===== src/core/cfd_defines.svh =====
// constants of the clock failure detector: offsets, fields, resets, timing
`ifndef CFD_DEFINES_SVH
`define CFD_DEFINES_SVH

// ---------------------------------------------------------------
// register indices (byte address is four times the index)
// ---------------------------------------------------------------
`define CFD_IDX_PRESCALE 8'h61
`define CFD_IDX_FAILCSR 8'h62
`define CFD_IDX_IRQ_STAT 8'h70
`define CFD_IDX_IRQ_MASK 8'h71
`define CFD_IDX_STATE 8'h72

// ---------------------------------------------------------------
// field positions and values
// ---------------------------------------------------------------
`define CFD_FAIL_IE_BIT 0
`define CFD_FAIL_FLAG_BIT 1
`define CFD_PCE_BIT 7
`define CFD_IRQ_FAIL_BIT 0
`define CFD_IRQ_PSCHG_BIT 1
`define CFD_PCE_ARM 8'h80
`define CFD_SRC_EXTERNAL_OSC_CLOCK 4'h0
`define CFD_SRC_RC 4'h2
`define CFD_PS_SAFE 4'h3
`define CFD_PS_RESET 4'h3
`define CFD_PS_MAX 4'h8
`define CFD_FAILCSR_RST 8'h00
`define CFD_IRQ_RST 2'h0

// ---------------------------------------------------------------
// timing
// ---------------------------------------------------------------
`define CFD_SYS_CLK_HZ 10000000
`define CFD_SYS_PERIOD_NS 100
`define CFD_MON_CLK_HZ 128000
`define CFD_EXTERNAL_OSC_CLOCK_MIN_HZ 256000
`define CFD_EXTERNAL_OSC_CLOCK_STARTUP_US 1000
`define CFD_FAIL_TICKS 2
`define CFD_PCE_WINDOW 3'h4
`define CFD_GATE_GAP_NS 200
`define CFD_RC_WAKE_NS 1000

`endif


===== src/core/cfd_pkg.sv =====
// types shared by the clock failure detector
package cfd_pkg;

    // monitor and switch sequence
    typedef enum logic [2:0] {
        CFD_ST_IDLE = 3'b000,
        CFD_ST_STARTUP = 3'b001,
        CFD_ST_MONITOR = 3'b010,
        CFD_ST_GATE_OFF = 3'b011,
        CFD_ST_RC_WAKE = 3'b100,
        CFD_ST_SAFE = 3'b101
    } cfd_state_t;

    // clock tree controls driven to the oscillators and clock mux
    typedef struct packed {
        logic lfo_en;
        logic rc_osc_en;
        logic external_osc_clock_gate;
        logic rc_gate;
        logic [3:0] clock_source_select;
    } cfd_clk_ctrl_t;

endpackage


===== src/core/cfd_clock_fail_detector.sv =====
// clock failure detector with glitch-free switch to the safe clock
// Behaviour
// - watch external oscillator; on failure swap system clock to safe clock.
// - stay on safe clock until reset, then return and monitor again.
// - safe clock is 8 MHz RC divided by eight, giving 1 MHz.
// - prescale register stays writable while running on the safe clock.
// - monitor runs on 128 kHz ticks; that oscillator enabled with detector.
// - fuse bit off means no monitoring and no clock switching.
// - no detection until oscillator start-up time after each start.
// - no external clock at all falls back to the RC oscillator.
// - failure sets read-only flag in bit 1, cleared only by reset.
// - interrupt request while failure flag and its enable are set.
// - enable bit 0 can be set, never cleared by software.
// - detection off in power-save or power-down, back on when active.
// - failure selects RC source code 0010 with safe prescale.
// - RC oscillator enabled only after a failure is detected.
// - prescale change needs 0x80 write then value within four cycles.
//
// The Avalon-MM register port is this design's own decision.
`timescale 1ns/1ps
`include "cfd_defines.svh"

module cfd_clock_fail_detector
    import cfd_pkg::*;
#(
    parameter int unsigned EXTERNAL_OSC_CLOCK_STARTUP_US = `CFD_EXTERNAL_OSC_CLOCK_STARTUP_US,
    parameter int unsigned FAIL_TICKS = `CFD_FAIL_TICKS
) (
    input wire logic sys_clk,
    input wire logic reset,
    input wire logic [9:0] address,
    input wire logic read,
    input wire logic write,
    input wire logic [31:0] writedata,
    output logic [31:0] readdata,
    output logic waitrequest,
    input wire logic cfd_fuse_en,
    input wire logic external_osc_clock_clk_in,
    input wire logic mon_tick,
    input wire logic sleep_deep,
    output cfd_clk_ctrl_t clk_ctrl,
    output logic [3:0] prescale_select,
    output logic irq
);

    // ---------------------------------------------------------------
    // derived counts
    // ---------------------------------------------------------------
    localparam int unsigned START_TICKS =
        (EXTERNAL_OSC_CLOCK_STARTUP_US * `CFD_MON_CLK_HZ + 999999) / 1000000;
    localparam int unsigned GAP_CYC_RAW = (`CFD_GATE_GAP_NS + `CFD_SYS_PERIOD_NS - 1)
        / `CFD_SYS_PERIOD_NS;
    localparam int unsigned WAKE_CYC_RAW = (`CFD_RC_WAKE_NS + `CFD_SYS_PERIOD_NS - 1)
        / `CFD_SYS_PERIOD_NS;
    localparam logic [7:0] GAP_CYC = 8'(GAP_CYC_RAW < 1 ? 1 : GAP_CYC_RAW);
    localparam logic [7:0] WAKE_CYC = 8'(WAKE_CYC_RAW < 1 ? 1 : WAKE_CYC_RAW);
    localparam logic [15:0] START_T = 16'(START_TICKS < 1 ? 1 : START_TICKS);
    localparam logic [3:0] FAIL_T = 4'(FAIL_TICKS);

    // refuse tick counts that the counters cannot hold
    if (FAIL_TICKS < 1 || FAIL_TICKS > 15 || START_TICKS > 65535) begin : g_bad_ticks
        $error("cfd_clock_fail_detector: unsupported tick counts");
    end

    // true when the address is the byte address of a register index
    function automatic logic addr_hit(input logic [9:0] a, input logic [7:0] idx);
        addr_hit = (a == {idx, 2'b00});
    endfunction

    // ---------------------------------------------------------------
    // state
    // ---------------------------------------------------------------
    cfd_state_t state_ff, nxt_state;
    logic [15:0] tick_cnt_ff, nxt_tick_cnt;
    logic [3:0] miss_cnt_ff, nxt_miss_cnt;
    logic [7:0] cyc_cnt_ff, nxt_cyc_cnt;
    logic external_osc_clock_q_ff;
    logic edge_seen_ff;
    logic ever_edge_ff;
    logic fail_flag_ff;
    logic fail_ie_ff;
    logic [1:0] irq_stat_ff;
    logic [1:0] irq_mask_ff;
    logic irq_ff;
    logic waitreq_ff;
    logic [31:0] rdata_ff;
    cfd_clk_ctrl_t clk_ctrl_ff, nxt_clk_ctrl;
    logic [7:0] ps_readback;
    logic ps_changed;

    // ---------------------------------------------------------------
    // bus decode
    // ---------------------------------------------------------------
    wire req = read || write;
    wire acc = req && !waitreq_ff;
    wire wr_acc = acc && write;
    wire hit_ps = addr_hit(address, `CFD_IDX_PRESCALE);
    wire hit_csr = addr_hit(address, `CFD_IDX_FAILCSR);
    wire hit_stat = addr_hit(address, `CFD_IDX_IRQ_STAT);
    wire hit_mask = addr_hit(address, `CFD_IDX_IRQ_MASK);
    wire hit_state = addr_hit(address, `CFD_IDX_STATE);
    wire [7:0] csr_val = {6'h00, fail_flag_ff, fail_ie_ff};
    wire [31:0] rd_mux = hit_ps ? {24'h000000, ps_readback} :
                         hit_csr ? {24'h000000, csr_val} :
                         hit_stat ? {30'h00000000, irq_stat_ff} :
                         hit_mask ? {30'h00000000, irq_mask_ff} :
                         hit_state ? {28'h0000000, clk_ctrl_ff.rc_gate, state_ff} :
                         32'h00000000;

    // ---------------------------------------------------------------
    // monitor events
    // ---------------------------------------------------------------
    wire external_osc_clock_edge = external_osc_clock_clk_in != external_osc_clock_q_ff;
    wire edge_now = edge_seen_ff || external_osc_clock_edge;
    wire start_done = mon_tick && (tick_cnt_ff + 16'h0001 >= START_T);
    wire miss_out = mon_tick && !edge_now && (miss_cnt_ff + 4'h1 >= FAIL_T);
    wire no_clock = start_done && !ever_edge_ff && !external_osc_clock_edge;
    wire fail_event = ((state_ff == CFD_ST_MONITOR) && miss_out && !sleep_deep) ||
                      ((state_ff == CFD_ST_STARTUP) && no_clock && !sleep_deep);
    wire ps_force = (state_ff == CFD_ST_GATE_OFF) && (cyc_cnt_ff == 8'h01);

    // edge capture of the sampled external clock
    always_ff @(posedge sys_clk) begin
        if (reset) begin
            // follow the pin so release does not fake an edge
            external_osc_clock_q_ff <= external_osc_clock_clk_in;
            edge_seen_ff <= 1'b0;
            ever_edge_ff <= 1'b0;
        end else begin
            external_osc_clock_q_ff <= external_osc_clock_clk_in;
            edge_seen_ff <= mon_tick ? 1'b0 : edge_now;
            ever_edge_ff <= (state_ff == CFD_ST_STARTUP && sleep_deep) ? 1'b0 :
                            (ever_edge_ff || external_osc_clock_edge);
        end
    end

    // ---------------------------------------------------------------
    // sequence control
    // ---------------------------------------------------------------
    always_comb begin
        nxt_state = state_ff;
        nxt_tick_cnt = tick_cnt_ff;
        nxt_miss_cnt = miss_cnt_ff;
        nxt_cyc_cnt = cyc_cnt_ff;
        case (state_ff)
            CFD_ST_IDLE: begin
                if (cfd_fuse_en) begin
                    nxt_state = CFD_ST_STARTUP;
                    nxt_tick_cnt = 16'h0000;
                end
            end
            CFD_ST_STARTUP: begin
                if (sleep_deep) begin
                    nxt_tick_cnt = 16'h0000;
                end else if (fail_event) begin
                    nxt_state = CFD_ST_GATE_OFF;
                    nxt_cyc_cnt = GAP_CYC;
                end else if (start_done) begin
                    nxt_state = CFD_ST_MONITOR;
                    nxt_miss_cnt = 4'h0;
                end else if (mon_tick) begin
                    nxt_tick_cnt = tick_cnt_ff + 16'h0001;
                end
            end
            CFD_ST_MONITOR: begin
                if (sleep_deep) begin
                    nxt_state = CFD_ST_STARTUP;
                    nxt_tick_cnt = 16'h0000;
                end else if (fail_event) begin
                    nxt_state = CFD_ST_GATE_OFF;
                    nxt_cyc_cnt = GAP_CYC;
                end else if (mon_tick) begin
                    nxt_miss_cnt = edge_now ? 4'h0 : miss_cnt_ff + 4'h1;
                end
            end
            CFD_ST_GATE_OFF: begin
                // dead time with both gates closed
                nxt_cyc_cnt = cyc_cnt_ff - 8'h01;
                if (cyc_cnt_ff == 8'h01) begin
                    nxt_state = CFD_ST_RC_WAKE;
                    nxt_cyc_cnt = WAKE_CYC;
                end
            end
            CFD_ST_RC_WAKE: begin
                nxt_cyc_cnt = cyc_cnt_ff - 8'h01;
                if (cyc_cnt_ff == 8'h01) begin
                    nxt_state = CFD_ST_SAFE;
                end
            end
            CFD_ST_SAFE: begin
                nxt_state = CFD_ST_SAFE;
            end
            default: begin
                nxt_state = CFD_ST_IDLE;
            end
        endcase
    end

    // clock tree controls follow the next state
    always_comb begin
        nxt_clk_ctrl = '0;
        nxt_clk_ctrl.lfo_en = cfd_fuse_en && (nxt_state != CFD_ST_IDLE) && !sleep_deep;
        nxt_clk_ctrl.rc_osc_en = (nxt_state == CFD_ST_RC_WAKE) || (nxt_state == CFD_ST_SAFE);
        nxt_clk_ctrl.external_osc_clock_gate = (nxt_state == CFD_ST_IDLE) ||
                                 (nxt_state == CFD_ST_STARTUP) || (nxt_state == CFD_ST_MONITOR);
        nxt_clk_ctrl.rc_gate = nxt_state == CFD_ST_SAFE;
        nxt_clk_ctrl.clock_source_select = nxt_clk_ctrl.rc_osc_en ? `CFD_SRC_RC : `CFD_SRC_EXTERNAL_OSC_CLOCK;
    end

    // sequence registers
    always_ff @(posedge sys_clk) begin
        if (reset) begin
            state_ff <= CFD_ST_IDLE;
            tick_cnt_ff <= 16'h0000;
            miss_cnt_ff <= 4'h0;
            cyc_cnt_ff <= 8'h00;
            clk_ctrl_ff <= '{1'b0, 1'b0, 1'b1, 1'b0, `CFD_SRC_EXTERNAL_OSC_CLOCK};
        end else begin
            state_ff <= nxt_state;
            tick_cnt_ff <= nxt_tick_cnt;
            miss_cnt_ff <= nxt_miss_cnt;
            cyc_cnt_ff <= nxt_cyc_cnt;
            clk_ctrl_ff <= nxt_clk_ctrl;
        end
    end

    // ---------------------------------------------------------------
    // failure register and interrupts
    // ---------------------------------------------------------------
    wire [1:0] irq_set = {ps_changed, fail_event};
    wire [1:0] irq_clr = (wr_acc && hit_stat) ? writedata[1:0] : 2'h0;

    always_ff @(posedge sys_clk) begin
        if (reset) begin
            fail_flag_ff <= 1'(`CFD_FAILCSR_RST >> `CFD_FAIL_FLAG_BIT);
            fail_ie_ff <= 1'(`CFD_FAILCSR_RST >> `CFD_FAIL_IE_BIT);
            irq_stat_ff <= `CFD_IRQ_RST;
            irq_mask_ff <= `CFD_IRQ_RST;
            irq_ff <= 1'b0;
        end else begin
            fail_flag_ff <= fail_flag_ff || fail_event;
            fail_ie_ff <= fail_ie_ff || (wr_acc && hit_csr && writedata[`CFD_FAIL_IE_BIT]);
            // sticky events, set wins over clear
            irq_stat_ff <= (irq_stat_ff & ~irq_clr) | irq_set;
            if (wr_acc && hit_mask) begin
                irq_mask_ff <= writedata[1:0];
            end
            irq_ff <= (fail_flag_ff && fail_ie_ff) || |(irq_stat_ff & irq_mask_ff);
        end
    end

    // ---------------------------------------------------------------
    // bus slave: one wait cycle then answer
    // ---------------------------------------------------------------
    always_ff @(posedge sys_clk) begin
        if (reset) begin
            waitreq_ff <= 1'b1;
            rdata_ff <= 32'h00000000;
        end else begin
            waitreq_ff <= !(req && waitreq_ff);
            rdata_ff <= (read && waitreq_ff) ? rd_mux : 32'h00000000;
        end
    end

    cfd_prescaler u_prescaler (
        .sys_clk(sys_clk),
        .reset(reset),
        .wr_en(wr_acc && hit_ps),
        .wdata(writedata[7:0]),
        .force_safe(ps_force),
        .readback(ps_readback),
        .prescale_select(prescale_select),
        .changed(ps_changed)
    );

    assign readdata = rdata_ff;
    assign waitrequest = waitreq_ff;
    assign clk_ctrl = clk_ctrl_ff;
    assign irq = irq_ff;
endmodule // cfd_clock_fail_detector


===== src/core/cfd_prescaler.sv =====
// system clock prescale register with timed change procedure
`timescale 1ns/1ps
`include "cfd_defines.svh"

module cfd_prescaler
    import cfd_pkg::*;
(
    input wire logic sys_clk,
    input wire logic reset,
    input wire logic wr_en,
    input wire logic [7:0] wdata,
    input wire logic force_safe,
    output logic [7:0] readback,
    output logic [3:0] prescale_select,
    output logic changed
);

    logic pce_ff;
    logic [2:0] win_ff;
    logic [3:0] sel_ff;
    logic chg_ff;

    // ---------------------------------------------------------------
    // write decode
    // ---------------------------------------------------------------
    wire arm_wr = wr_en && (wdata == `CFD_PCE_ARM);
    wire sel_wr = wr_en && !wdata[`CFD_PCE_BIT] && pce_ff && (wdata[3:0] <= `CFD_PS_MAX);
    wire win_end = pce_ff && (win_ff == 3'h1);

    // change enable, window and divide selection
    always_ff @(posedge sys_clk) begin
        if (reset) begin
            pce_ff <= 1'b0;
            win_ff <= 3'h0;
            sel_ff <= `CFD_PS_RESET;
            chg_ff <= 1'b0;
        end else begin
            chg_ff <= 1'b0;
            if (force_safe) begin
                sel_ff <= `CFD_PS_SAFE;
                pce_ff <= 1'b0;
            end else if (sel_wr) begin
                sel_ff <= wdata[3:0];
                pce_ff <= 1'b0;
                chg_ff <= 1'b1;
            end else if (win_end) begin
                pce_ff <= 1'b0;
            end else if (arm_wr && !pce_ff) begin
                pce_ff <= 1'b1;
                win_ff <= `CFD_PCE_WINDOW;
            end
            if (pce_ff && !win_end) begin
                win_ff <= win_ff - 3'h1;
            end
        end
    end

    assign readback = {pce_ff, 3'h0, sel_ff};
    assign prescale_select = sel_ff;
    assign changed = chg_ff;
endmodule // cfd_prescaler


===== config.mk =====
export PLATFORM = sky130hd
export DESIGN_NAME = cfd_clock_fail_detector
export DESIGN_NICKNAME = d
export VERILOG_FILES = /design/src/core/cfd_pkg.sv /design/src/core/cfd_clock_fail_detector.sv /design/src/core/cfd_prescaler.sv
export VERILOG_INCLUDE_DIRS = /design/src /design/src/core
export SDC_FILE = /design/constraint.sdc
export NUM_CORES = 1
export LEC_CHECK = 0
export BUFFER_PORTS_ARGS = -buffer_cell sky130_fd_sc_hd__buf_2
export CORE_UTILIZATION = 35
export DETAILED_ROUTE_END_ITERATION = 10
export HOLD_SLACK_MARGIN = 0.03
export PLACE_DENSITY = 0.63
export SLEW_MARGIN = 20
export SYNTH_ARGS = -nofsm -noshare
export SYNTH_HDL_FRONTEND = slang
export SYNTH_SLANG_ARGS = --single-unit

===== constraint.sdc =====
create_clock -name sys_clk -period 2.25 [get_ports sys_clk]
set_input_delay 0.675 -clock sys_clk [delete_from_list [all_inputs] [get_ports sys_clk]]
set_output_delay 0.675 -clock sys_clk [all_outputs]
set_load 0.01 [all_outputs]

==> tab_implementation.tex, run 1 <==
\begin{tabular}{lr}
\hline
Metric & Value \\
\hline
\multicolumn{2}{l}{\textbf{Global route}} \\
\quad Met1 Track Usage GR & 20.7\% \\
\quad Met3 Resource Use GR & 3.72\% \\
\quad Global-route usage over all layers & 15.8\% \\
\quad Global-route met2 utilization & 25.6\% \\
\quad Grt peak-use layer & met2 \\
\quad Gr ovfl total & 0 \\
\quad Largest net degree at the start of global routing & 24 \\
\quad First-pass GRT wire length & 12200 µm \\
\quad Via count of the first global-routing pass & 2605 \\
\quad Initial antenna violation count & 0 \\
\multicolumn{2}{l}{\textbf{Logic synthesis}} \\
\quad Share of Yosys cell area claimed by the top area cell type & 37.2\% \\
\quad Synth Area per Inst & 8.82 µm² \\
\quad Xor/xnor share of the synthesized area & 2.17\% \\
\quad Synthesized-area fraction occupied by and/or/nand/nor cells & 25.4\% \\
\quad Mux cell area share after synthesis & 2.21\% \\
\quad Synthesized netlist cell count & 366 \\
\quad Number of synthesized register bits & 60 \\
\quad Most frequent cells after synthesis & sky130\_fd\_sc\_hd\_\_dfxtp\_1 (60), sky130\_fd\_sc\_hd\_\_buf\_4 (32), sky130\_fd\_sc\_hd\_\_nor2\_1 (29) \\
\quad Yosys synthesis warning count & 0 \\
\quad Area of the mapped netlist & 3230 µm² \\
\quad Proportion of synthesized chip area in sequential cells & 37.2\% \\
\quad Ys flop type & sky130\_fd\_sc\_hd\_\_dfxtp\_1 \\
\quad Synth unique cells & 66 \\
\quad Top-count cell post-synth & sky130\_fd\_sc\_hd\_\_dfxtp\_1 \\
\quad Complex-gate fraction of the synthesized area & 20.0\% \\
\quad Cell taking the most area after synthesis & sky130\_fd\_sc\_hd\_\_dfxtp\_1 \\
\quad Top cells by area, synth & sky130\_fd\_sc\_hd\_\_dfxtp\_1 (37\%), sky130\_fd\_sc\_hd\_\_buf\_4 (7.4\%), sky130\_fd\_sc\_hd\_\_nor2\_1 (3.4\%), sky130\_fd\_sc\_hd\_\_a21oi\_1 (3.1\%), sky130\_fd\_sc\_hd\_\_ha\_1 (2.7\%) \\
\quad Async S/R FF share, synth & 0\% \\
\quad Combinational family with the most area after synthesis & simple AND/OR/NAND/NOR gates \\
\quad Post-synthesis share of cell area spent on full adders, half adders and majority gates & 2.71\% \\
\quad Number of enable-type register cells in the synthesized netlist & 0 \\
\multicolumn{2}{l}{\textbf{STA}} \\
\quad Hold Fails Final Rpt & 0 \\
\quad Actual slew at the worst max-slew pin & 0.517 ns \\
\quad Max\_slew headroom & 65.1\% \\
\quad Max frequency & 0.453 GHz \\
\quad Sum Neg Setup Slack & 0 ns \\
\quad Clock tree skew after final layout & 0.00755 ns \\
\quad Final Cycle Share & 98.1\% \\
\quad Number of pins with negative max-slew slack in the final report & 0 \\
\quad RSZ-0062 raised after global routing & true \\
\quad Final setup violation count & 0 \\
\quad Time the worst path needs with I/O delays and setup & 2.21 ns \\
\multicolumn{2}{l}{\textbf{Drt}} \\
\quad DR WL/cell & 13.5 µm \\
\quad Vias & 2855 \\
\quad Post-route ant nets & 0 \\
\quad Detailed Route Iter0 Violations & 72 \\
\quad Final wirelength & 7560 µm \\
\quad Vias per std cell & 5.12 \\
\quad Residual DRC count & 11 \\
\quad Number of iterations in the first detailed-routing pass & 8 \\
\multicolumn{2}{l}{\textbf{Floorplanning}} \\
\quad Die Span Y & 98.0 µm \\
\quad Number of top-level pins & 96 \\
\quad Die width & 98.0 µm \\
\quad Number of rows created at floorplan & 34 \\
\quad Core box area & 8810 µm² \\
\quad Initial Utilization & 36.7\% \\
\quad Area of the die & 9610 µm² \\
\multicolumn{2}{l}{\textbf{Clock network}} \\
\quad Number of buffers on the longest clock path & 2 \\
\quad Max H-tree Level & 3 \\
\quad CTS tree & built \\
\quad Clock insertion delay at the later pin of the skew report & 0.33 ns \\
\quad Clk sink count & 60 \\
\quad Post-cts hold buffer count & 0 \\
\quad TritonCTS buffer count & 9 \\
\quad Clock transition at the register clock pins on the worst setup and hold paths after CTS & 0.07 ns \\
\quad Clock root buffer & sky130\_fd\_sc\_hd\_\_clkbuf\_8 \\
\multicolumn{2}{l}{\textbf{Pwr}} \\
\quad Leakage component of the power & 1.66 nW \\
\quad Part of the total power dissipated in the clock network & 44.6\% \\
\quad Worst IR Drop VDD & 0.356 mV \\
\quad P\_int & 1.72 mW \\
\quad Power spent charging and discharging nets & 0.565 mW \\
\quad Total power & 2.28 mW \\
\quad Cell Pwr Density & 558 nW/µm² \\
\quad Part of the total power dissipated in combinational logic & 8.3\% \\
\quad Relative contribution of sequential cells to total power & 47.1\% \\
\quad Sw Share & 24.7\% \\
\multicolumn{2}{l}{\textbf{Layout}} \\
\quad Area Overhead vs Synth & 26.9\% \\
\quad Diodes inserted & 0 \\
\quad Util after Layout & 46.5\% \\
\quad Layout net count & 502 \\
\quad Finished Cell Area & 4100 µm² \\
\quad Fraction of layout instances using a drive strength above 1 & 32.0\% \\
\quad Number of filler cells placed in the layout & 843 \\
\multicolumn{2}{l}{\textbf{Worst setup path}} \\
\quad Flop2flop setup slack & 0.04 ns \\
\quad Type of element launching the critical path & register \\
\quad Crit Path Max Fanout & 5 \\
\quad Critical path launch point & tick\_cnt\_ff[0]\$\_SDFFE\_PP0P\_ \\
\quad Worst-case reg-to-reg path depth & 8 \\
\quad Crit path kind & register to register \\
\quad Worst r2r src & tick\_cnt\_ff[0]\$\_SDFFE\_PP0P\_ \\
\quad Critical path endpoint category & register \\
\quad End of the worst register-to-register path & clk\_ctrl[7]\$\_SDFF\_PP0\_ \\
\quad Required time at the worst-slack endpoint & 2.48 ns \\
\quad Worst EP arrival & 2.44 ns \\
\multicolumn{2}{l}{\textbf{Outcome}} \\
\quad Violated checks & DRC \\
\quad Outcome & finished with violations \\
\multicolumn{2}{l}{\textbf{Run}} \\
\quad Number of violations of the max-capacitance limit & 0 \\
\multicolumn{2}{l}{\textbf{Worst hold path}} \\
\quad Hold Startpoint & u\_prescaler.changed\$\_SDFF\_PP0\_ \\
\quad Hold Crit Endpoint & irq\_stat\_ff[1]\$\_SDFF\_PP0\_ \\
\quad Hold depth & 2 \\
\quad Type of the most critical hold path & register to register \\
\multicolumn{2}{l}{\textbf{Placed design}} \\
\quad Number of I/O port buffers & 41 \\
\quad Placed instance area & 3670 µm² \\
\quad Placer's final routability congestion estimate & 0.830 \\
\quad Post-detailed-placement half-perimeter wirelength & 5400 µm \\
\hline
\end{tabular}
layout make-up:
cell class | count | area, µm² | share of cell area (%)
Clock buffer | 11 | 151 | 3.70
Clock inverter | 5 | 60.1 | 1.47
Inverter | 15 | 56.3 | 1.37
Multi-Input combinational cell | 280 | 1970 | 48.1
Sequential cell | 60 | 1220 | 29.9
Tap cell | 108 | 135 | 3.30
Timing Repair Buffer | 79 | 498 | 12.2
placed cells by master, fill, tap and decap left out, types with 5 or more instances in the layout:
cell type                   n
sky130_fd_sc_hd__a21oi_1   20
sky130_fd_sc_hd__a22oi_1    5
sky130_fd_sc_hd__a31oi_1    7
sky130_fd_sc_hd__and2_1    10
sky130_fd_sc_hd__buf_2     41
sky130_fd_sc_hd__buf_4     36
sky130_fd_sc_hd__clkbuf_8  11
sky130_fd_sc_hd__conb_1    30
sky130_fd_sc_hd__dfxtp_1   50
sky130_fd_sc_hd__dfxtp_2    6
sky130_fd_sc_hd__ha_1       6
sky130_fd_sc_hd__inv_1     14
sky130_fd_sc_hd__mux2i_1    6
sky130_fd_sc_hd__nand2_1   22
sky130_fd_sc_hd__nand2b_1   8
sky130_fd_sc_hd__nand3_1    9
sky130_fd_sc_hd__nand4_1    7
sky130_fd_sc_hd__nor2_1    29
sky130_fd_sc_hd__nor3_1    10
sky130_fd_sc_hd__nor3b_1    5
sky130_fd_sc_hd__o21ai_0   15
sky130_fd_sc_hd__xnor2_1    5
how the worst max path moves through the flow:
stage | endpoint | slack [ns] | depth (start not counted)
2_1_floorplan | u_prescaler.prescale_select[0]$_SDFFE_PP1P_ | 0.03 | 7
3_3_place_gp | u_prescaler.prescale_select[0]$_SDFFE_PP1P_ | -0.11 | 8
3_5_place_dp | u_prescaler.prescale_select[1]$_SDFFE_PP1P_ | -0.21 | 8
4_1_cts | cyc_cnt_ff[5]$_SDFFE_PP0P_ | 0.006 | 7
5_1_grt | clk_ctrl[7]$_SDFF_PP0_ | -0.06 | 8
6_report | clk_ctrl[7]$_SDFF_PP0_ | 0.04 | 8
state kept, by name, indices dropped and copies added (netlist names), 3 cells and up:
signal and flops:
cyc_cnt_ff 8, u_prescaler.prescale_select 4, miss_cnt_ff 4, u_prescaler.win_ff 3
readdata 5, clk_ctrl 4, state_ff 3, tick_cnt_ff 16
routing by layer:
layer  vias to the layer above  part of all wire (%)
met5                         -                     0
met4                         0                  0.93
met3                         7                   5.2
met2                        89                    47
met1                      1330                    47
li1                       1429                     -
power groups by stage:
stage	Sequential (mW)	Clock [mW]	Combinational, mW
4_1_cts	1.08	1.04	0.184
3_5_place_dp	1.10	0	0.183
5_1_grt	1.08	1.10	0.209
2_1_floorplan	1.10	0	0.143
6_report	1.08	1.02	0.189
3_3_place_gp	1.10	0	0.181
metrics by stage:
step | instances | setup WS, ns | hold WS, ns
after CTS | 553 | 0.00638 | 0.432
after floorplan | 395 | 0.0271 | 0.411
final | 558 | 0.0424 | 0.431
after global routing | 558 | -0.0615 | 0.450
after global placement | 537 | -0.108 | 0.420
after detailed placement | 537 | -0.206 | 0.423
worst max-delay path, stage by stage (launching register included):
cell and delay, ns:
sky130_fd_sc_hd__dfxtp_4 0.38, sky130_fd_sc_hd__nand3_4 0.10, sky130_fd_sc_hd__or3_4 0.42, sky130_fd_sc_hd__o31ai_4 0.27, sky130_fd_sc_hd__buf_4 0.16, sky130_fd_sc_hd__nand4_4 0.13
sky130_fd_sc_hd__o21ai_2 0.20, sky130_fd_sc_hd__a21oi_1 0.14, sky130_fd_sc_hd__a2111oi_4 0.31
kinds of logic after synthesis:
family,Yosys count
simple gates,141
buf+inv,55
flops,60
xor+xnor,8
compound gates,87
other cells,1
fa+ha+maj,7
mux,7
what timing repair did:
action | 4_1_cts | 5_1_grt
hold endpoints to repair | 0 | 0
resized for setup | 13 | 25
endpoints found under the setup margin | 7 | 17
buffers inserted | 0 | 5
pin swaps | 3 | 14
Power figures use the tool's default switching activity.
==> run 2: changes to the inputs <==
Settings changed: CORE_ASPECT_RATIO set to 1.4.
==> run 2 against run 1 <==
- the run ends with setup timing left
- global-route usage grew 0.50 points
- largest power group is now the clock network
- register-to-register slack lost 0.08 ns
- worst hold slack is essentially flat
- critical endpoint unchanged
- cell area grew 7.4%
- critical path type unchanged
- largest cell class unchanged
- count of clock-buffer cells in the layout grew 1
- via count grew 3.0%
- maximum frequency shrank 3.5%
- worst setup slack lost 0.080 ns
- utilization grew 2.5 points
- total power grew 23%
==> tab_implementation.tex, run 2 (same netlist as run 1, synthesis figures left out) <==
\begin{tabular}{lr}
\hline
Metric & Value \\
\hline
\multicolumn{2}{l}{\textbf{STA}} \\
\quad Final setup violation count & 1 (+1) \\
\quad Number of pins with negative max-slew slack in the final report & 0 (unchanged) \\
\quad Hold Fails Final Rpt & 0 (unchanged) \\
\quad Final Cycle Share & 102\% (+3.6 points) \\
\quad Max frequency & 0.437 GHz (-3.5\%) \\
\quad Max\_slew headroom & 60.1\% (-5.1 points) \\
\quad Time the worst path needs with I/O delays and setup & 2.29 ns (+0.0800 ns) \\
\quad RSZ-0062 raised after global routing & true \\
\quad Worst Hold Slack & 0.431 ns (+0.000472 ns) \\
\quad Fin worst setup slack & -0.0376 ns (-0.0800 ns) \\
\quad Clock tree skew after final layout & 0.00527 ns (-0.00229 ns) \\
\quad Actual slew at the worst max-slew pin & 0.593 ns (+0.0757 ns) \\
\multicolumn{2}{l}{\textbf{Global route}} \\
\quad Largest net degree at the start of global routing & 18 (-25\%) \\
\quad Gr ovfl total & 0 (unchanged) \\
\quad Global-route usage over all layers & 16.3\% (+0.50 points) \\
\quad Via count of the first global-routing pass & 2791 (+7.1\%) \\
\quad Initial antenna violation count & 0 (unchanged) \\
\quad First-pass GRT wire length & 12400 µm (+1.6\%) \\
\multicolumn{2}{l}{\textbf{Pwr}} \\
\quad Relative contribution of sequential cells to total power & 38.6\% (-8.5 points) \\
\quad Part of the total power dissipated in combinational logic & 7.4\% (-0.9 points) \\
\quad Part of the total power dissipated in the clock network & 54.0\% (+9.4 points) \\
\quad Sw Share & 21.0\% (-3.8 points) \\
\quad Cell Pwr Density & 638 nW/µm² (+14\%) \\
\quad Power spent charging and discharging nets & 0.588 mW (+4.1\%) \\
\quad Worst IR Drop VDD & 0.437 mV (+23\%) \\
\quad Leakage component of the power & 1.82 nW (+9.5\%) \\
\quad P\_int & 2.22 mW (+29\%) \\
\multicolumn{2}{l}{\textbf{Worst setup path}} \\
\quad Worst path cell trace & nand4\_1 -> buf\_4 -> nor4\_4 -> xnor2\_1 -> nand4\_2 -> buf\_4 -> nor2\_1 -> o311a\_1 -> a2111oi\_4 \\
\quad Required time at the worst-slack endpoint & 2.47 ns (about the same) \\
\quad Slowest stage cell on the critical path & sky130\_fd\_sc\_hd\_\_o311a\_1 \\
\quad Worst EP arrival & 2.50 ns (+0.06 ns) \\
\quad Critical path endpoint category & register \\
\quad Most numerous cell on the critical path & sky130\_fd\_sc\_hd\_\_buf\_4 \\
\quad Type of element launching the critical path & register \\
\quad Crit path kind & register to register \\
\quad Crit Path Max Fanout & 3 (-2) \\
\quad Worst stage delay on the critical path & 0.40 ns (-0.02 ns) \\
\multicolumn{2}{l}{\textbf{Clock network}} \\
\quad Clock root buffer & sky130\_fd\_sc\_hd\_\_clkbuf\_16 \\
\quad TritonCTS buffer count & 9 (unchanged) \\
\quad Clock insertion delay at the later pin of the skew report & 0.33 ns (about the same) \\
\quad CTS tree & built \\
\quad Clock transition at the register clock pins on the worst setup and hold paths after CTS & 0.05 ns (-0.02 ns) \\
\quad Number of buffers on the longest clock path & 2 (unchanged) \\
\quad Post-cts hold buffer count & 0 (unchanged) \\
\quad Max H-tree Level & 3 (unchanged) \\
\quad Clk sink count & 60 (unchanged) \\
\multicolumn{2}{l}{\textbf{Layout}} \\
\quad Diodes inserted & 0 (unchanged) \\
\quad Layout net count & 522 (+4.0\%) \\
\quad Layout Cells excl Fill & 577 (+3.4\%) \\
\quad Register bank with the most flops & tick\_cnt\_ff \\
\quad Area Overhead vs Synth & 36.2\% \\
\quad Number of flip-flops under the largest register name & 16 (unchanged) \\
\quad Fraction of layout instances using a drive strength above 1 & 35.5\% (+3.5 points) \\
\quad Top library cells by usage in the layout, fill and taps aside & sky130\_fd\_sc\_hd\_\_buf\_4 (55), sky130\_fd\_sc\_hd\_\_dfxtp\_1 (51), sky130\_fd\_sc\_hd\_\_buf\_2 (41), sky130\_fd\_sc\_hd\_\_conb\_1 (30), sky130\_fd\_sc\_hd\_\_nor2\_1 (28) \\
\quad Leading cell type in the layout, fill and taps excluded & sky130\_fd\_sc\_hd\_\_buf\_4 \\
\multicolumn{2}{l}{\textbf{Outcome}} \\
\quad Outcome & finished with violations \\
\quad Violated checks & setup timing \\
\multicolumn{2}{l}{\textbf{Floorplanning}} \\
\quad Die Span Y & 116 µm (+18\%) \\
\quad Number of top-level pins & 96 (unchanged) \\
\quad Die width & 83.2 µm (-15\%) \\
\quad Area of the die & 9620 µm² (about the same) \\
\quad Number of rows created at floorplan & 41 (+21\%) \\
\quad Initial Utilization & 36.0\% (-0.70 points) \\
\quad Core box area & 8980 µm² (+1.9\%) \\
\multicolumn{2}{l}{\textbf{Drt}} \\
\quad Post-route ant nets & 0 (unchanged) \\
\quad Final wirelength & 7660 µm (+1.4\%) \\
\quad Vias per std cell & 5.10 (-0.35\%) \\
\quad DR WL/cell & 13.3 µm (-2.0\%) \\
\quad Residual DRC count & 0 (-11) \\
\quad Detailed Route Iter0 Violations & 159 (+120\%) \\
\quad Vias & 2942 (+3.0\%) \\
\quad Number of iterations in the first detailed-routing pass & 4 (-4) \\
\multicolumn{2}{l}{\textbf{Run}} \\
\quad Number of violations of the max-capacitance limit & 0 (unchanged) \\
\multicolumn{2}{l}{\textbf{Placed design}} \\
\quad Total instance count after detailed placement & 552 (+2.8\%) \\
\quad Number of I/O port buffers & 41 (unchanged) \\
\quad Post-detailed-placement half-perimeter wirelength & 5550 µm (+2.8\%) \\
\quad Placer's final routability congestion estimate & 0.817 (-1.6\%) \\
\multicolumn{2}{l}{\textbf{Worst hold path}} \\
\quad Type of the most critical hold path & register to register \\
\hline
\end{tabular}
-- run 2: stage by stage --
| stage | worst slack (ns) | setup TNS [ns] | instance area, µm² | util (%) | power (mW) |
|---|---|---|---|---|---|
| 6_report | -0.0376 | -0.0376 | 4400 | 49.0 | 2.81 |
| 5_1_grt | -0.132 | -0.521 | 4400 | 49.0 | 2.92 |
| 4_1_cts | 0.00650 | 0 | 4210 | 46.9 | 2.83 |
| 3_5_place_dp | -0.177 | -2.39 | 3800 | 42.4 | 1.30 |
| 3_3_place_gp | -0.158 | -1.78 | 3800 | 42.4 | 1.30 |
| 2_1_floorplan | 0.0271 | 0 | 3360 | - | 1.25 |
-- run 2: metal layers --
metal / GRT usage, % / vias up / wire (µm)
met4: 10.1 / 0 / 233
met5: 0 / - / 0
met2: 30.6 / 74 / 4090
li1: - / 1466 / -
met3: 4.27 / 19 / 330
met1: 16.1 / 1383 / 3020
-- run 2: final timing paths --
path	to	start	cells after the start	slack, ns
setup reg to reg	clk_ctrl[7]$_SDFF_PP0_	tick_cnt_ff[13]$_SDFFE_PP0P_	9	-0.04
hold / removal	irq_stat_ff[1]$_SDFF_PP0_	u_prescaler.changed$_SDFF_PP0_	2	0.43
setup / recovery	clk_ctrl[7]$_SDFF_PP0_	tick_cnt_ff[13]$_SDFFE_PP0P_	9	-0.04
hold reg to reg	irq_stat_ff[1]$_SDFF_PP0_	u_prescaler.changed$_SDFF_PP0_	2	0.43
-- run 2: area by class of cell --
class / count / area, µm²
fill: 829 / 4580
multi-input combinational: 280 / 1990
clock inverter: 4 / 70.1
sequential: 60 / 1220
inverter: 15 / 56.3
timing repair buffer: 99 / 661
clock buffer: 12 / 267
tap: 107 / 134
-- run 2: power by group through the flow --
stage | sequential, mW | clock [mW] | combinational (mW)
6_report | 1.08 | 1.51 | 0.208
2_1_floorplan | 1.10 | 0 | 0.143
5_1_grt | 1.08 | 1.61 | 0.228
3_5_place_dp | 1.10 | 0 | 0.196
3_3_place_gp | 1.10 | 0 | 0.194
4_1_cts | 1.09 | 1.55 | 0.199
-- run 2: worst max-delay path: cells and delay by family, from the launching register on --
family	cells	cell delay [ns]
AOI/OAI and AO/OA	2	0.80
xor gates and xnor gates	1	0.14
buffers and inverters	2	0.32
DFF	1	0.34
and+or+nand+nor	4	0.57
-- run 2: timing repair --
item | CTS | global route
setup endpoints to repair | 24 | 30
setup buffers | 0 | 9
pin swaps | 3 | 16
gates cloned | 0 | 0
resized for setup | 17 | 24
